===== src/core/cfgport_consts.svh =====
// Purpose: constants of the serial configuration port
// Assumes: both ends run on clk_sys at 40 MHz
// Notes:   positions count rising serial clock edges from zero
// Functional notes
// - host keeps serial clock running before transfers
// - chip select low opens a transaction frame
// - eight header bits follow chip select low
// - device samples header bits on rising edges
// - first bit: 1 reads, 0 writes
// - next five bits select register, LSB first
// - host drives zero in seventh header position
// - device ignores eighth header position
// - two idle periods before read data
// - output enabled at falling edge of cycle 8
// - five read bits, LSB first, on falling edges
// - host captures read bits on next rising edge; cfgport_host takes them at the following falling edge
// - write gap; first data bit before rise 8
// - eight write bits LSB first on rising edges
// - output released whenever no read data driven
`ifndef CFGPORT_CONSTS_SVH
`define CFGPORT_CONSTS_SVH

// ****************************************
// field widths
// ****************************************
`define CFG_ADDR_W   5
`define CFG_REG_W    5
`define CFG_WDATA_W  8
`define CFG_REGS     32
`define CFG_REG_RESET 5'h00

// ****************************************
// bit positions in a frame (rise count)
// ****************************************
`define CFG_POS_RW     5'h00
`define CFG_POS_ADDR0  5'h01
`define CFG_POS_ADDR4  5'h05
`define CFG_POS_DATA0  5'h08
`define CFG_POS_DATA7  5'h0f
`define CFG_RD_FIRST   5'h08
`define CFG_RD_LAST    5'h0c
`define CFG_RD_RELEASE 5'h0d
`define CFG_RD_END     5'h0d
`define CFG_WR_END     5'h10
`define CFG_POS_MAX    5'h1f

// ****************************************
// serial clock timing
// ****************************************
`define CFG_CLK_PERIOD_NS  25
`define CFG_SCLK_PERIOD_NS 200
`define CFG_SCLK_HALF \
   (`CFG_SCLK_PERIOD_NS / `CFG_CLK_PERIOD_NS / 2)

`endif


===== src/core/cfgport_pkg.sv =====
// Purpose: types shared by both ends of the configuration port
// Assumes: cfgport_consts.svh is on the include path
// Notes:   one-hot codes written out
`default_nettype none
package cfgport_pkg;
   // device frame phase
   typedef enum logic [4:0] {
      PH_IDLE = 5'h01,
      PH_HDR  = 5'h02,
      PH_RD   = 5'h04,
      PH_WR   = 5'h08,
      PH_END  = 5'h10
   } dev_phase_t;

   // host sequencer state
   typedef enum logic [3:0] {
      HS_IDLE = 4'h1,
      HS_WAIT = 4'h2,
      HS_XFER = 4'h4,
      HS_DONE = 4'h8
   } host_state_t;
endpackage
`default_nettype wire


===== src/core/cfgport_if.sv =====
// Purpose: four-wire link between host and device ends
// Assumes: host makes the serial clock
// Notes:   serial_out is the resolved wire seen by the host
`timescale 1ns/1ps
`default_nettype none
interface cfgport_if;
   logic cs_n;
   logic sclk;
   logic serial_in;
   logic serial_out_o;
   logic serial_out_oe_n;
   wire  serial_out;

   // oe_n low means device drives; a released line shows the
   // inverse of the last bit so a stale sample cannot pass as data
   assign serial_out = serial_out_oe_n ? ~serial_out_o : serial_out_o;

   modport dev (
      input  cs_n,
      input  sclk,
      input  serial_in,
      output serial_out_o,
      output serial_out_oe_n
   );

   modport host (
      output cs_n,
      output sclk,
      output serial_in,
      input  serial_out
   );
endinterface
`default_nettype wire


===== src/core/cfgport_dev.sv =====
// Purpose: device end, holds 32 five-bit command registers
// Assumes: serial clock far slower than clk_sys (8x or more)
// Notes:   all pins pass two flops before edge detection
`timescale 1ns/1ps
`include "cfgport_consts.svh"
`default_nettype none
module cfgport_dev
   import cfgport_pkg::*;
(
   // clock and reset
   input  wire logic                    clk_sys,
   input  wire logic                    reset,
   // link
   cfgport_if.dev                       link,
   // user read port
   input  wire logic [`CFG_ADDR_W-1:0]  cfg_rd_addr,
   output logic      [`CFG_REG_W-1:0]   cfg_rd_data,
   // write notification
   output logic                         cfg_wr_pulse,
   output logic      [`CFG_ADDR_W-1:0]  cfg_wr_addr,
   output logic      [`CFG_REG_W-1:0]   cfg_wr_data
);

   // ****************************************
   // pin synchronisers
   // ****************************************
   logic cs_s1_r;
   logic cs_s2_r;
   logic sclk_s1_r;
   logic sclk_s2_r;
   logic sclk_d_r;
   logic sdi_s1_r;
   logic sdi_s2_r;

   // cs resets high so no frame opens during reset
   always_ff @(posedge clk_sys or posedge reset) begin
      if (reset) begin
         cs_s1_r   <= 1'b1;
         cs_s2_r   <= 1'b1;
         sclk_s1_r <= 1'b0;
         sclk_s2_r <= 1'b0;
         sclk_d_r  <= 1'b0;
         sdi_s1_r  <= 1'b0;
         sdi_s2_r  <= 1'b0;
      end else begin
         cs_s1_r   <= link.cs_n;
         cs_s2_r   <= cs_s1_r;
         sclk_s1_r <= link.sclk;
         sclk_s2_r <= sclk_s1_r;
         sclk_d_r  <= sclk_s2_r;
         sdi_s1_r  <= link.serial_in;
         sdi_s2_r  <= sdi_s1_r;
      end
   end

   // edges seen only inside an open frame
   logic in_frame;
   logic rise;
   logic fall;
   assign in_frame = ~cs_s2_r;
   assign rise = in_frame & sclk_s2_r & ~sclk_d_r;
   assign fall = in_frame & ~sclk_s2_r & sclk_d_r;

   // ****************************************
   // frame phase and rise counter
   // ****************************************
   dev_phase_t phase_r;
   dev_phase_t phase_nxt;
   logic [4:0] cnt_r;
   logic       rw_r;

   // phase follows the rise count; cs high wins always
   always_comb begin
      phase_nxt = phase_r;
      case (phase_r)
         PH_IDLE: begin
            if (in_frame)
               phase_nxt = PH_HDR;
         end
         PH_HDR: begin
            if (rise && cnt_r == `CFG_POS_DATA0 - 5'h01)
               phase_nxt = rw_r ? PH_RD : PH_WR;
         end
         PH_RD: begin
            if (fall && cnt_r == `CFG_RD_RELEASE)
               phase_nxt = PH_END;
         end
         PH_WR: begin
            if (rise && cnt_r == `CFG_POS_DATA7)
               phase_nxt = PH_END;
         end
         PH_END: begin
            phase_nxt = PH_END;
         end
         default: begin
            phase_nxt = PH_IDLE;
         end
      endcase
      if (!in_frame)
         phase_nxt = PH_IDLE;
   end

   always_ff @(posedge clk_sys or posedge reset) begin
      if (reset)
         phase_r <= PH_IDLE;
      else
         phase_r <= phase_nxt;
   end

   // counter saturates so stray clocks past the end are harmless
   always_ff @(posedge clk_sys or posedge reset) begin
      if (reset)
         cnt_r <= 5'h00;
      else if (!in_frame)
         cnt_r <= 5'h00;
      else if (rise && cnt_r != `CFG_POS_MAX)
         cnt_r <= cnt_r + 5'h01;
   end

   // ****************************************
   // header capture
   // ****************************************
   logic [`CFG_ADDR_W-1:0] addr_r;
   logic [4:0]             asel;
   assign asel = cnt_r - `CFG_POS_ADDR0;

   // positions 6 and 7 are not stored at all
   always_ff @(posedge clk_sys or posedge reset) begin
      if (reset) begin
         rw_r   <= 1'b0;
         addr_r <= 5'h00;
      end else if (rise && phase_r == PH_HDR) begin
         if (cnt_r == `CFG_POS_RW)
            rw_r <= sdi_s2_r;
         else if (cnt_r <= `CFG_POS_ADDR4)
            addr_r[asel[2:0]] <= sdi_s2_r;
      end
   end

   // ****************************************
   // write data capture
   // ****************************************
   logic [`CFG_WDATA_W-1:0] wdata_r;
   logic [4:0]              dsel;
   assign dsel = cnt_r - `CFG_POS_DATA0;

   always_ff @(posedge clk_sys or posedge reset) begin
      if (reset)
         wdata_r <= 8'h00;
      else if (!in_frame)
         wdata_r <= 8'h00;
      else if (rise && phase_r == PH_WR)
         wdata_r[dsel[2:0]] <= sdi_s2_r;
   end

   // commit only on the eighth data bit, never a partial word
   logic commit;
   assign commit = rise && phase_r == PH_WR
                   && cnt_r == `CFG_POS_DATA7;

   // ****************************************
   // command register array
   // ****************************************
   logic [`CFG_REG_W-1:0] mem_r [`CFG_REGS];

   always_ff @(posedge clk_sys or posedge reset) begin
      if (reset) begin
         for (int i = 0; i < `CFG_REGS; i++)
            mem_r[i] <= `CFG_REG_RESET;
      end else if (commit) begin
         mem_r[addr_r] <= wdata_r[`CFG_REG_W-1:0];
      end
   end

   // user view and write notification
   always_ff @(posedge clk_sys or posedge reset) begin
      if (reset) begin
         cfg_rd_data  <= `CFG_REG_RESET;
         cfg_wr_pulse <= 1'b0;
         cfg_wr_addr  <= 5'h00;
         cfg_wr_data  <= `CFG_REG_RESET;
      end else begin
         cfg_rd_data  <= mem_r[cfg_rd_addr];
         cfg_wr_pulse <= commit;
         if (commit) begin
            cfg_wr_addr <= addr_r;
            cfg_wr_data <= wdata_r[`CFG_REG_W-1:0];
         end
      end
   end

   // ****************************************
   // read data driver
   // ****************************************
   logic       sdo_r;
   logic       sdo_oe_n_r;
   logic [4:0] rsel;
   logic [`CFG_REG_W-1:0] rword;
   assign rsel  = cnt_r - `CFG_RD_FIRST;
   assign rword = mem_r[addr_r];

   // falls 1..7 pass without driving: the idle gap
   always_ff @(posedge clk_sys or posedge reset) begin
      if (reset) begin
         sdo_r      <= 1'b0;
         sdo_oe_n_r <= 1'b1;
      end else if (phase_r != PH_RD) begin
         sdo_oe_n_r <= 1'b1;
      end else if (fall) begin
         if (cnt_r >= `CFG_RD_FIRST
             && cnt_r <= `CFG_RD_LAST) begin
            sdo_oe_n_r <= 1'b0;
            sdo_r      <= rword[rsel[2:0]];
         end else begin
            sdo_oe_n_r <= 1'b1;
         end
      end
   end

   assign link.serial_out_o    = sdo_r;
   assign link.serial_out_oe_n = sdo_oe_n_r;

endmodule
`default_nettype wire


===== src/flat_wrapper.sv =====
// flat-port wrapper written by rule: the top's interface ports become plain ports
module cfgport_dev_flat import cfgport_pkg::*;
  (clk_sys, reset, cfg_rd_addr, cfg_rd_data, cfg_wr_pulse, cfg_wr_addr, cfg_wr_data, link_cs_n, link_sclk, link_serial_in, link_serial_out_o, link_serial_out_oe_n);
  cfgport_if link_i ();
  input  wire logic clk_sys;
  input  wire logic reset;
  input  wire logic [`CFG_ADDR_W-1:0] cfg_rd_addr;
  output logic      [`CFG_REG_W-1:0] cfg_rd_data;
  output logic cfg_wr_pulse;
  output logic      [`CFG_ADDR_W-1:0] cfg_wr_addr;
  output logic      [`CFG_REG_W-1:0] cfg_wr_data;
  input wire logic [$bits(link_i.cs_n)-1:0] link_cs_n;
  input wire logic [$bits(link_i.sclk)-1:0] link_sclk;
  input wire logic [$bits(link_i.serial_in)-1:0] link_serial_in;
  output wire logic [$bits(link_i.serial_out_o)-1:0] link_serial_out_o;
  output wire logic [$bits(link_i.serial_out_oe_n)-1:0] link_serial_out_oe_n;
  assign link_i.cs_n = link_cs_n;
  assign link_i.sclk = link_sclk;
  assign link_i.serial_in = link_serial_in;
  assign link_serial_out_o = link_i.serial_out_o;
  assign link_serial_out_oe_n = link_i.serial_out_oe_n;
  cfgport_dev u_core (.clk_sys(clk_sys), .reset(reset), .link(link_i), .cfg_rd_addr(cfg_rd_addr), .cfg_rd_data(cfg_rd_data), .cfg_wr_pulse(cfg_wr_pulse), .cfg_wr_addr(cfg_wr_addr), .cfg_wr_data(cfg_wr_data));
endmodule

===== config.mk =====
export PLATFORM = sky130hd
export DESIGN_NAME = cfgport_dev_flat
export DESIGN_NICKNAME = d
export VERILOG_FILES = /design/src/core/cfgport_pkg.sv /design/src/core/cfgport_if.sv /design/src/core/cfgport_dev.sv /design/src/flat_wrapper.sv
export VERILOG_INCLUDE_DIRS = /design/src /design/src/core
export SDC_FILE = /design/constraint.sdc
export NUM_CORES = 1
export LEC_CHECK = 0
export BUFFER_PORTS_ARGS = -buffer_cell sky130_fd_sc_hd__buf_4
export CAP_MARGIN = 20
export CORE_MARGIN = 2
export CORE_UTILIZATION = 51
export CTS_BUF_LIST = sky130_fd_sc_hd__clkbuf_8
export CTS_CLUSTER_SIZE = 8
export DETAILED_ROUTE_END_ITERATION = 6
export PLACE_DENSITY = 0.68
export SLEW_MARGIN = 20
export SYNTH_ARGS = -nofsm -noshare
export SYNTH_HDL_FRONTEND = slang
export SYNTH_SLANG_ARGS = --single-unit

===== constraint.sdc =====
create_clock -name clk_sys -period 11 [get_ports clk_sys]
set_input_delay 1.65 -clock clk_sys [delete_from_list [all_inputs] [get_ports clk_sys]]
set_output_delay 1.65 -clock clk_sys [all_outputs]
set_load 0.03 [all_outputs]

==> flow_summary.toml <==
[outcome]
status = "finished clean"

[timing]
drv_slew = 0
grt_setup_unrepaired = "no"
skew_ps = 17.33
tns_ps = 0
setup_ws_ps = 7286
hold_viol_final = 0
relSlewSlack_pct = 39.20
max_slew.worst_pin.slew_ps = 903.6
fin_hold_ws_ps = 347.6
setup_viol = 0
layout_min_cycle_time_ps = 3714
fin_crit_sh_pct = 33.76
max_freq_mhz = 269.3

[synth]
syn_avg_cell_area_um2 = 13.77
synthCells = 793
yosysWarnings = 0
yosysUniqueCellTypes = 54
seq_area_frac_synth_pct = 47.24
syn_nets = 809
synth-main-ff-cell = "dfrtp_1"
synth.area.top_cells = "dfrtp_1, mux2_2, mux4_2, mux2i_1, o22ai_1"
yosysTopAreaCellShare_pct = 46.28
synth_edf_count = 0
async_flop_share_pct = 100.0
yosysTopAreaCell = "dfrtp_1"
post_synth_instance_area_um2 = 10920
ys_ff_latch = 206

[setup_path]
crit_required_ps = 11410
max_stage_delay_ps = 690
crit_path_cell_trace = "ha_1, and3_1, ha_1, and3_1, nand3b_1, nor2_1, mux2_2"
crit_fanout = 15
end_kind = "flip-flop"
timing_worst_setup_path_type = "reg -> reg"
critPathLaunch = "u_core.cnt_r[0]"
critPathSlowestCell = "nand3b_1"
r2r-start = "u_core.cnt_r[0]"
arrival_ps = 4120
cp-start-kind = "flip-flop"

[power]
power_density_nw_per_um2 = 127.9
power.leakage_nw = 5.421
power_mw = 1.532
ir_drop_uv = 93.88

[finish]
fin_util_pct = 56.98
syn_to_final_growth_pct = 9.668
layout_commonest_cell = "dfrtp_1"
nNetsFinal = 825
post_route_cells_drive_above_1_share_pct = 42.00
antennaDiodeCount = 0
final_cell_mix = "dfrtp_1, mux2_2, mux2i_1"

[placement]
dp_slack_ps = 7189
gp_congestion = 0.9600
dpl.hpwl_mm = 20.76
portBuffers = 27

[floorplanning]
rows = 53
die_w_um = 150.3
boundaryPins = 28
die_area_um2 = 22600
die_y_um = 150.3
start_util_pct = 51.96
core-area_um2 = 21020

[grt]
grt_use_total_pct = 28.40
grt_pass1_wl_mm = 47.60
grt_pass1_vias = 7731
grt-ovfl-total = 0
grt_max_degree = 121
antenna_found_initial = 0

[worst_hold_path]
hold_path.class = "reg -> reg"
holdCritStartpoint = "u_core.sdi_s1_r"

[drt]
drt-total-wl_mm = 30.50
ant_nets = 0
vias = 7315
wire_per_inst_um = 27.58
firstDrtPassIters = 4
drc = 0
vias_per_cell = 6.614
first_iter_violations = 776

[clock_network]
clkTransAtPathRegs_ps = 60
cts-buffers-inserted = 37
clock-sinks = 206
cts.repair.resized = 0
cts.path.max_buffers = 3
htreeDepth = 2
post-cts-setup-buffer-count = 0
ctsHoldBuffers = 0
insertion_delay_ps = 540
root_buffer = "clkbuf_8"
cts_tree = "done"

[run]
cap_violations = 0
-- cells by family (layout without fill, tap and decap cells) --
kind of cell	count (synthesis)	in the layout	share of synthesized area (%)
multiplexers	306	306	36.83
flip-flops	206	206	47.24
AND/OR/NAND/NOR	148	148	8.786
buffers and inverters	64	102	2.554
AO/OA/AOI/OAI	57	57	3.425
adder cells (fa/ha/maj)	6	6	0.6873
XOR/XNOR	6	6	0.4811
-- layer usage --
metal  up-vias  track usage, %  share of wire (%)
li1       3050               -                  -
met3        75           8.273                 11
met5         -               0                  0
met4         0           9.717                3.2
met2       392           42.75                 45
met1      3798           39.69                 41
-- sequential cells by signal, summed over array words and instances (netlist names), 5 cells and up --
signal,cells
u_core.addr_r,5
u_core.cfg_rd_data,5
u_core.cfg_wr_addr,5
u_core.cfg_wr_data,5
u_core.cnt_r,5
u_core.mem_r,160
u_core.phase_r,5
u_core.wdata_r,5
-- layout make-up --
| cell class | count | area [um^2] |
|---|---|---|
| tap | 275 | 344.1 |
| fill | 1691 | 9042 |
| timing repair buffer | 37 | 281.5 |
| clock buffer | 43 | 591.8 |
| multi-input combinational | 523 | 5484 |
| inverter | 4 | 22.52 |
| sequential | 206 | 5166 |
| clock inverter | 18 | 88.84 |
-- where the power goes --
group	internal [mW]	leakage (nW)	switching (mW)	total, mW
Sequential	0.768	2.85	0.0148	0.782
Combinational	0.0297	2.18	0.0456	0.0753
Clock	0.356	0.394	0.318	0.674
-- cells in the mapped netlist, types with 9 or more instances --
cell        n
nor2_1     25
o22ai_1    32
mux2i_1    67
dfrtp_1   202
mux2_2    179
nand2_1    31
clkbuf_1   41
buf_2      11
nor4_1     11
nand3_1    10
mux4_2     56
a21oi_1     9
-- path summary, 6_finish.rpt --
check	endpoint	slack (ps)	depth (start not counted)
min in group asynchronous	u_core.mem_r[122]	1270	2
hold reg to reg	u_core.sdi_s2_r	350	0
max in group asynchronous	u_core.addr_r[1]	8420	3
setup reg to reg	u_core.mem_r[71]	7290	7
hold / removal	u_core.sdi_s2_r	350	0
setup / recovery	u_core.mem_r[71]	7290	7
-- through the flow --
step / instance area (um^2) / instances
global route: 11980 / 1106
CTS: 11970 / 1106
global placement: 11290 / 1045
finish: 11980 / 1106
floorplan: 10920 / 793
detailed placement: 11290 / 1045
-- worst max-delay path: cells and delay by family (launching register included) --
family | cells | cell delay [ps]
and+or+nand+nor | 4 | 2130
DFF | 1 | 590
adders and majority gates | 2 | 450
muxes | 1 | 400
(Power assumes the default switching activity.)
